===== config.mk =====
export PLATFORM = sky130hd
export DESIGN_NAME = pfm_port_mux
export DESIGN_NICKNAME = d
export VERILOG_FILES = /design/src/design/pfm_pkg.sv /design/src/design/pfm_port_mux.sv
export SDC_FILE = /design/constraint.sdc
export NUM_CORES = 1
export LEC_CHECK = 0
export BUFFER_PORTS_ARGS = -buffer_cell sky130_fd_sc_hd__buf_2
export CAP_MARGIN = 20
export CELL_PAD_IN_SITES_DETAIL_PLACEMENT = 0
export CELL_PAD_IN_SITES_GLOBAL_PLACEMENT = 1
export CORE_ASPECT_RATIO = 1.75
export CORE_UTILIZATION = 35
export DETAILED_ROUTE_END_ITERATION = 10
export MAX_ROUTING_LAYER = met4
export PLACE_DENSITY_LB_ADDON = 0.05
export SLEW_MARGIN = 15
export SYNTH_ARGS = -nofsm -noshare
export SYNTH_HDL_FRONTEND = slang
export SYNTH_SLANG_ARGS = --single-unit

===== constraint.sdc =====
create_clock -name clock_i -period 6.93 [get_ports clock_i]
set_input_delay 0.3465 -clock clock_i [delete_from_list [all_inputs] [get_ports clock_i]]
set_output_delay 0.3465 -clock clock_i [all_outputs]
set_load 0.005 [all_outputs]

===== src/design/pfm_pkg.sv =====
package pfm_pkg;

  // Muxed pins handled here, in index order.
  localparam int NPIN    = 4;
  localparam int PIN_P02 = 0;
  localparam int PIN_P04 = 1;
  localparam int PIN_P08 = 2;
  localparam int PIN_P18 = 3;
  localparam int NCODE   = 10;
  localparam int CODE_W  = 4;
  localparam int NPHASE  = 4;

  typedef enum logic [3:0] {
    PFM_FN_NONE,
    PFM_FN_ANALOG,
    PFM_FN_RESET,
    PFM_FN_DBG_CLK,
    PFM_FN_HALL,
    PFM_FN_PWM,
    PFM_FN_BREAK,
    PFM_FN_UART,
    PFM_FN_SPI_CS,
    PFM_FN_SPI_CLK,
    PFM_FN_SPI_DATA,
    PFM_FN_I2C_CLK,
    PFM_FN_TIMER,
    PFM_FN_CMP_OUT,
    PFM_FN_ADC_TRIG
  } pfm_fn_e;

  localparam int NFN = 15;

  // Per-pin configuration word.
  typedef struct packed {
    logic [3:0] code;
    logic       pull_up;
    logic       pin_input_enable;
    logic       pin_output_enable;
  } pfm_cfg_s;

  localparam logic [3:0] CODE_ZERO     = 4'h0;
  localparam logic [3:0] CODE_LIMIT    = 4'h9;
  localparam logic       PU_RESET      = 1'b0;
  localparam logic       PU_RESET_PIN  = 1'b1;

  // Function tables, entry [n] is the function of selection code n.
  typedef pfm_fn_e [NCODE-1:0] pfm_map_t;

  localparam pfm_map_t MAP_P02 = '{
    PFM_FN_NONE, PFM_FN_NONE, PFM_FN_NONE, PFM_FN_NONE, PFM_FN_SPI_DATA,
    PFM_FN_NONE, PFM_FN_NONE, PFM_FN_NONE, PFM_FN_NONE, PFM_FN_RESET};
  localparam pfm_map_t MAP_P04 = '{
    PFM_FN_ADC_TRIG, PFM_FN_TIMER, PFM_FN_NONE, PFM_FN_I2C_CLK, PFM_FN_SPI_CS,
    PFM_FN_UART, PFM_FN_PWM, PFM_FN_HALL, PFM_FN_NONE, PFM_FN_ANALOG};
  localparam pfm_map_t MAP_P08 = '{
    PFM_FN_ADC_TRIG, PFM_FN_NONE, PFM_FN_TIMER, PFM_FN_I2C_CLK, PFM_FN_SPI_CLK,
    PFM_FN_UART, PFM_FN_BREAK, PFM_FN_NONE, PFM_FN_CMP_OUT, PFM_FN_ANALOG};
  localparam pfm_map_t MAP_P18 = '{
    PFM_FN_ADC_TRIG, PFM_FN_TIMER, PFM_FN_NONE, PFM_FN_I2C_CLK, PFM_FN_NONE,
    PFM_FN_UART, PFM_FN_PWM, PFM_FN_HALL, PFM_FN_DBG_CLK, PFM_FN_ANALOG};

endpackage


===== src/design/pfm_port_mux.sv =====
// How it works
// - Port 0 bit 2 defaults to reset input.
// - Every pin has software pull-up enable.
// - Port 1 bit 8 routes per code table.
// - Port 0 bit 4 routes per code table.
// - Port 0 bit 8 routes per code table.
// - Power stage raises fault line on failure.
// - Sleep control high runs, low sleeps.
// - LIN receive open-drain, low after wake-up.
// - Phase PWM high drives phase output high while sleep control is high.
// - Power stage SPI data directions are fixed.
// - UART/SPI data direction follows enables.
`timescale 1ns/1ns
module pfm_port_mux
(
  input  wire logic                     clock_i,              // System clock, 50 MHz.
  input  wire logic                     reset_i,              // Synchronous reset, active high.
  input  wire logic                     cfg_write_i,          // Configuration write strobe.
  input  wire logic [1:0]               cfg_pin_i,            // Pin index for the write.
  input  wire pfm_pkg::pfm_cfg_s        cfg_data_i,           // Configuration word to store.
  output      pfm_pkg::pfm_cfg_s        cfg_readback_o [pfm_pkg::NPIN], // Stored configuration.
  input  wire logic [pfm_pkg::NPIN-1:0] pin_in_i,             // Pad input levels.
  output      logic [pfm_pkg::NPIN-1:0] pin_out_o,            // Pad output levels.
  output      logic [pfm_pkg::NPIN-1:0] pin_oe_o,             // Pad output enables.
  output      logic [pfm_pkg::NPIN-1:0] pin_pull_up_o,        // Pad pull-up enables.
  input  wire logic [pfm_pkg::NFN-1:0]  fn_drive_i [pfm_pkg::NPIN], // Level each function drives.
  output      logic [pfm_pkg::NFN-1:0]  fn_sense_o [pfm_pkg::NPIN], // Level each function sees.
  output      logic                     ext_reset_n_o,        // External reset request, low active.
  input  wire logic [pfm_pkg::NPHASE-1:0] phase_pwm_i,        // Phase PWM levels from fixed channels.
  output      logic                     phase_one_output_o,   // Phase 1 output level.
  output      logic                     phase_two_output_o,   // Phase 2 output level.
  output      logic                     phase_three_output_o, // Phase 3 output level.
  output      logic                     phase_four_output_o,  // Phase 4 output level.
  input  wire logic                     power_stage_sleep_control_i, // High runs, low sleeps.
  output      logic                     power_stage_normal_o, // Power stage in normal mode.
  input  wire logic                     stage_failure_i,      // Failure detected in power stage.
  output      logic                     power_stage_fault_flag_o, // Fault line to port 1 bit 4.
  input  wire logic                     cs_one_ctrl_i,        // Port 1 bit 1 level.
  input  wire logic                     cs_two_ctrl_i,        // Port 1 bit 2 level.
  output      logic                     addressing_current_source_one_o, // Current source 1 on.
  output      logic                     addressing_current_source_two_o, // Current source 2 on.
  input  wire logic                     spi_mcu_out_i,        // Port 0 bit 12 data to stage.
  output      logic                     spi_stage_in_o,       // Data seen by the power stage.
  input  wire logic                     spi_stage_out_i,      // Data driven by the power stage.
  output      logic                     spi_mcu_in_o,         // Port 0 bit 13 data to the core.
  input  wire logic                     spi_select_i,         // Port 1 bit 3 chip select.
  input  wire logic                     spi_clock_i,          // Port 1 bit 7 clock.
  output      logic                     spi_stage_select_o,   // Chip select at the stage.
  output      logic                     spi_stage_clock_o,    // Clock at the stage.
  input  wire logic                     uart_txd_i,           // Port 1 bit 6 transmit data.
  input  wire logic                     lin_bus_i,            // LIN bus level.
  input  wire logic                     lin_wake_i,           // Wake-up event pulse.
  output      logic                     lin_drive_low_o,      // Transceiver pulls bus low.
  output      logic                     lin_rxd_oe_o          // Receive open-drain pulls low.
);

  localparam int NPIN = pfm_pkg::NPIN;
  localparam int NFN  = pfm_pkg::NFN;
  localparam int NPHASE_W = pfm_pkg::NPHASE;

  pfm_pkg::pfm_cfg_s        cfg      [NPIN];
  pfm_pkg::pfm_cfg_s        next_cfg [NPIN];
  logic [NPIN-1:0]          next_pin_out;
  logic [NPIN-1:0]          next_pin_oe;
  logic [NFN-1:0]           next_fn_sense [NPIN];
  logic                     next_ext_reset_n;
  logic [NPHASE_W-1:0]      next_phase;
  logic                     wake_hold;
  logic                     next_wake_hold;

  // Looks up the function that a code selects on a pin.
  function automatic pfm_pkg::pfm_fn_e lookup(input int pin, input logic [3:0] code);
    pfm_pkg::pfm_fn_e fn;
    fn = pfm_pkg::PFM_FN_NONE;
    if (code <= pfm_pkg::CODE_LIMIT)
    begin
      unique case (pin)
        pfm_pkg::PIN_P02: fn = pfm_pkg::MAP_P02[code];
        pfm_pkg::PIN_P04: fn = pfm_pkg::MAP_P04[code];
        pfm_pkg::PIN_P08: fn = pfm_pkg::MAP_P08[code];
        default:          fn = pfm_pkg::MAP_P18[code];
      endcase
    end
    return fn;
  endfunction

  // Level an input function sees when it is not selected.
  function automatic logic idle_level(input int fn);
    return (fn == int'(pfm_pkg::PFM_FN_RESET)) || (fn == int'(pfm_pkg::PFM_FN_SPI_CS))
        || (fn == int'(pfm_pkg::PFM_FN_BREAK));
  endfunction

  // Configuration registers.
  always_comb
  begin
    for (int p = 0; p < NPIN; p++)
    begin
      next_cfg[p] = cfg[p];
      if (cfg_write_i && (int'(cfg_pin_i) == p))
      begin
        next_cfg[p] = cfg_data_i;
      end
    end
  end

  always_ff @(posedge clock_i)
  begin
    for (int p = 0; p < NPIN; p++)
    begin
      if (reset_i)
      begin
        cfg[p].code              <= pfm_pkg::CODE_ZERO;
        cfg[p].pull_up           <= (p == pfm_pkg::PIN_P02) ? pfm_pkg::PU_RESET_PIN : pfm_pkg::PU_RESET;
        cfg[p].pin_input_enable  <= 1'b0;
        cfg[p].pin_output_enable <= 1'b0;
      end
      else
      begin
        cfg[p] <= next_cfg[p];
      end
    end
  end

  // Per-pin routing.
  generate
    for (genvar g = 0; g < NPIN; g++)
    begin : g_pin
      pfm_pkg::pfm_fn_e sel;
      assign sel = lookup(g, cfg[g].code);

      always_comb
      begin
        next_pin_out[g] = 1'b0;
        next_pin_oe[g]  = 1'b0;
        for (int f = 0; f < NFN; f++)
        begin
          next_fn_sense[g][f] = idle_level(f);
        end
        unique case (sel)
          pfm_pkg::PFM_FN_PWM, pfm_pkg::PFM_FN_CMP_OUT, pfm_pkg::PFM_FN_DBG_CLK,
          pfm_pkg::PFM_FN_ADC_TRIG:
          begin
            next_pin_out[g] = fn_drive_i[g][sel];
            next_pin_oe[g]  = 1'b1;
          end
          pfm_pkg::PFM_FN_UART, pfm_pkg::PFM_FN_SPI_DATA, pfm_pkg::PFM_FN_TIMER:
          begin
            next_pin_out[g] = fn_drive_i[g][sel];
            next_pin_oe[g]  = cfg[g].pin_output_enable;
            next_fn_sense[g][sel] = cfg[g].pin_input_enable ? pin_in_i[g] : idle_level(int'(sel));
          end
          pfm_pkg::PFM_FN_I2C_CLK:
          begin
            next_pin_oe[g] = ~fn_drive_i[g][sel];
            next_fn_sense[g][sel] = pin_in_i[g];
          end
          pfm_pkg::PFM_FN_RESET, pfm_pkg::PFM_FN_HALL, pfm_pkg::PFM_FN_BREAK,
          pfm_pkg::PFM_FN_SPI_CS, pfm_pkg::PFM_FN_SPI_CLK, pfm_pkg::PFM_FN_ANALOG:
          begin
            next_fn_sense[g][sel] = pin_in_i[g];
          end
          default:
          begin
            next_pin_oe[g] = 1'b0;
          end
        endcase
      end

      always_ff @(posedge clock_i)
      begin
        if (reset_i)
        begin
          pin_out_o[g]     <= 1'b0;
          pin_oe_o[g]      <= 1'b0;
          pin_pull_up_o[g] <= (g == pfm_pkg::PIN_P02) ? pfm_pkg::PU_RESET_PIN : pfm_pkg::PU_RESET;
          fn_sense_o[g]    <= '0;
          cfg_readback_o[g] <= '{code: pfm_pkg::CODE_ZERO, default: 1'b0,
                                 pull_up: (g == pfm_pkg::PIN_P02) ? pfm_pkg::PU_RESET_PIN : pfm_pkg::PU_RESET};
        end
        else
        begin
          pin_out_o[g]      <= next_pin_out[g];
          pin_oe_o[g]       <= next_pin_oe[g];
          pin_pull_up_o[g]  <= next_cfg[g].pull_up;
          fn_sense_o[g]     <= next_fn_sense[g];
          cfg_readback_o[g] <= next_cfg[g];
        end
      end
    end
  endgenerate

  // Reset request follows the reset function of port 0 bit 2.
  assign next_ext_reset_n = next_fn_sense[pfm_pkg::PIN_P02][int'(pfm_pkg::PFM_FN_RESET)];

  // Power stage, transceiver and fixed internal links.
  always_comb
  begin
    next_phase     = power_stage_sleep_control_i ? phase_pwm_i : '0;
    next_wake_hold = wake_hold;
    if (power_stage_sleep_control_i)
    begin
      next_wake_hold = 1'b0;
    end
    if (lin_wake_i)
    begin
      next_wake_hold = 1'b1;
    end
  end

  always_ff @(posedge clock_i)
  begin
    if (reset_i)
    begin
      ext_reset_n_o                   <= 1'b1;
      phase_one_output_o              <= 1'b0;
      phase_two_output_o              <= 1'b0;
      phase_three_output_o            <= 1'b0;
      phase_four_output_o             <= 1'b0;
      power_stage_normal_o            <= 1'b0;
      power_stage_fault_flag_o        <= 1'b0;
      addressing_current_source_one_o <= 1'b0;
      addressing_current_source_two_o <= 1'b0;
      spi_stage_in_o                  <= 1'b0;
      spi_mcu_in_o                    <= 1'b0;
      spi_stage_select_o              <= 1'b1;
      spi_stage_clock_o               <= 1'b0;
      lin_drive_low_o                 <= 1'b0;
      lin_rxd_oe_o                    <= 1'b0;
      wake_hold                       <= 1'b0;
    end
    else
    begin
      ext_reset_n_o                   <= next_ext_reset_n;
      phase_one_output_o              <= next_phase[0];
      phase_two_output_o              <= next_phase[1];
      phase_three_output_o            <= next_phase[2];
      phase_four_output_o             <= next_phase[3];
      power_stage_normal_o            <= power_stage_sleep_control_i;
      power_stage_fault_flag_o        <= stage_failure_i;
      addressing_current_source_one_o <= cs_one_ctrl_i;
      addressing_current_source_two_o <= cs_two_ctrl_i;
      spi_stage_in_o                  <= spi_mcu_out_i;
      spi_mcu_in_o                    <= spi_stage_out_i;
      spi_stage_select_o              <= spi_select_i;
      spi_stage_clock_o               <= spi_clock_i;
      lin_drive_low_o                 <= ~uart_txd_i;
      lin_rxd_oe_o                    <= next_wake_hold | ~lin_bus_i;
      wake_hold                       <= next_wake_hold;
    end
  end

endmodule


==> results.ini <==
[routing]
ant_nets = 0
via_count = 3943
first_pass_iters = 4
drc = 0
wire_per_inst_um = 14.54
viasPerCell = 4.803
wl_um = 11940
drt-initial-drc-count = 105

[finish]
nFillCells = 1317
nets = 750
final-seq-area_sq_um = 2042
diodes = 0
final_cell_mix = buf_2, dfxtp_1, nor2_1, mux2i_1, conb_1
multi_input_area_sq_um = 2213
final_layout_size_suffix_gt1_share_pct = 32.47
syn_to_final_growth_pct = 28.45
final_common_cell = buf_2

[placed_design]
io_buffers = 173
gp_congestion = 0.8744
place_ws_ps = 4026
dpl.hpwl_um = 8945

[timing]
min_period_ps = 2937
worst_pin_slew_ps = 774.0
finalMaxSlewViolations = 0
skew_ps = 12.44
final.setup.worst_slack_ps = 3993
tns_ps = 0
finalHoldViolations = 0
relSlewSlack_pct = 48.35
setup_viol = 0
timing.final.crit_share_pct = 42.38
fmax_ghz = 0.3405
rsz0062_at_grt = no

[grt]
grt_max_degree = 62
grt_use_met2_pct = 34.88
grt_overflow = 0
grt_pass1_vias = 3710
use_met1_pct = 19.23
grtUsageTotal_pct = 18.75
grt_pass1_wl_um = 18340
busiest_layer = met2
antenna_found_initial = 0
grtUsageMet3_pct = 2.561

[logic_synthesis]
yosysSeqAreaShare_pct = 45.88
async_flop_share_pct = 0
ys_warn_count = 0
syn_avg_cell_area_sq_um = 9.370
synth_area_leaders = dfxtp_1, mux2i_1, nor2_1, ha_1, a21oi_1
ys_seq_elements = 102
yosysTopAreaCell = dfxtp_1
synth-edff-count = 0
yosysTopAreaCellShare_pct = 45.88
synth_flop_cell = dfxtp_1
ys_types = 68
synthCells = 475
syn_area_sq_um = 4451

[clocking]
cts_tree = built
cts_resized = 0
clock_latency_ps = 340
cts_hold_buf = 0
cts_setup_buffers = 0
cts.sinks = 102
cts_buffers = 9
clkTransAtPathRegs_ps = 70
root_buffer = clkbuf_16
h-tree-depth = 3
ctsLongestPathBuffers = 2

[flow_run]
max-cap-violations = 0

[die]
rows = 54
die_x_um = 87.24
start_util_pct = 35.80
io_pins = 206
core_area_sq_um = 12430
die-height_um = 151.2
dieArea_sq_um = 13190

[setup_path]
crit_arrival_ps = 3160
critPathRequiredTime_ps = 7160
worstPathMaxFanout = 14
cp-end-kind = flip-flop
worstSetupPathType = reg2reg
startpoint_type = flip-flop

[run_status]
status = complete, no violations

[power_and_ir_drop]
p_leak_nw = 2.828
power_mw = 1.265
vdd_ir_drop_max_mv = 0.1362
power_density_nw_per_um2 = 221.4

[hold_path]
hold_path_class = in2reg

-- metal layers --
metal  up-vias  share of wire, %
met5         -                 0
met4         0               2.1
met3        24               4.6
met2       137                55
met1      1831                38
li1       1951                 -
-- state kept, by name, summed over array words and instances, names as in the netlist, 4 cells and up --
signal,count
fn_sense_o,50
cfg_readback_o,16
cfg,12
pin_oe_o,4
pin_out_o,4
-- synth_stat cells (3+ instances only) --
cell type    n
ha_1        11
a21o_1       5
clkbuf_1    19
a211oi_1     5
dfxtp_1    102
nor3b_1      4
nor3_1      15
nor4_2       3
nand3_1      9
nor2b_1     12
o211ai_1     4
mux2i_1     37
o22ai_1      4
o21ai_0     11
buf_2        6
and3_1       9
nand2_1     19
a31oi_1      6
xnor2_1      3
nand3b_1     7
buf_4       14
nor2_1      58
a21oi_1     23
inv_1       19
mux2_2       4
or3_1        3
nand2b_1     8
a22oi_1      4
-- final cells by class --
type,count,share of cell area (%)
Tap cell,168,3.677
Clock buffer,10,4.180
Clock inverter,6,0.9192
Multi-Input combinational cell,339,38.72
Sequential cell,102,35.72
Timing Repair Buffer,175,15.41
Inverter,21,1.379
-- logic make-up after synthesis --
family | after synthesis | synth area share, %
xor gates and xnor gates | 4 | 0.7873
DFF | 102 | 45.88
AOI/OAI and AO/OA | 87 | 13.83
other | 1 | 0.08426
buffers and inverters | 63 | 6.832
adders and majority gates | 11 | 3.092
muxes | 42 | 9.587
and+or+nand+nor | 165 | 19.90
-- final timing paths --
path	to	from	cells past startpoint	slack, ps
min	lin_drive_low_o	uart_txd_i	2	150
min reg2reg	wake_hold	wake_hold	2	490
max	fn_sense_o[31]	cfg_readback_o[17]	8	3990
max reg2reg	fn_sense_o[31]	cfg_readback_o[17]	8	3990
-- worst max-delay path, stage by stage (launching register included) --
cell,delay (ps)
dfxtp_1,650
inv_1,140
ha_1,540
inv_2,60
nor3_1,500
a31oi_1,160
a21oi_1,190
o211ai_1,180
nor4b_1,410
-- metrics by stage --
stage | instance area (sq um) | hold WS (ps) | util (%) | cells
floorplan | 4559 | 413.2 | - | 504
global placement | 5425 | 460.5 | 43.64 | 805
detailed placement | 5425 | 478.2 | 43.64 | 805
CTS | 5717 | 137.3 | 45.98 | 821
global route | 5717 | 141.7 | 45.98 | 821
finish | 5717 | 149.5 | 45.98 | 821
-- power breakdown --
part	total (mW)	internal, mW	leakage (nW)	switching [mW]
combinational	0.146	0.0681	1.85	0.0777
clock	0.493	0.259	0.138	0.234
sequential	0.626	0.609	0.841	0.0168
total	1.27	0.937	2.83	0.328
No activity file was read; power rests on OpenSTA's default activity.
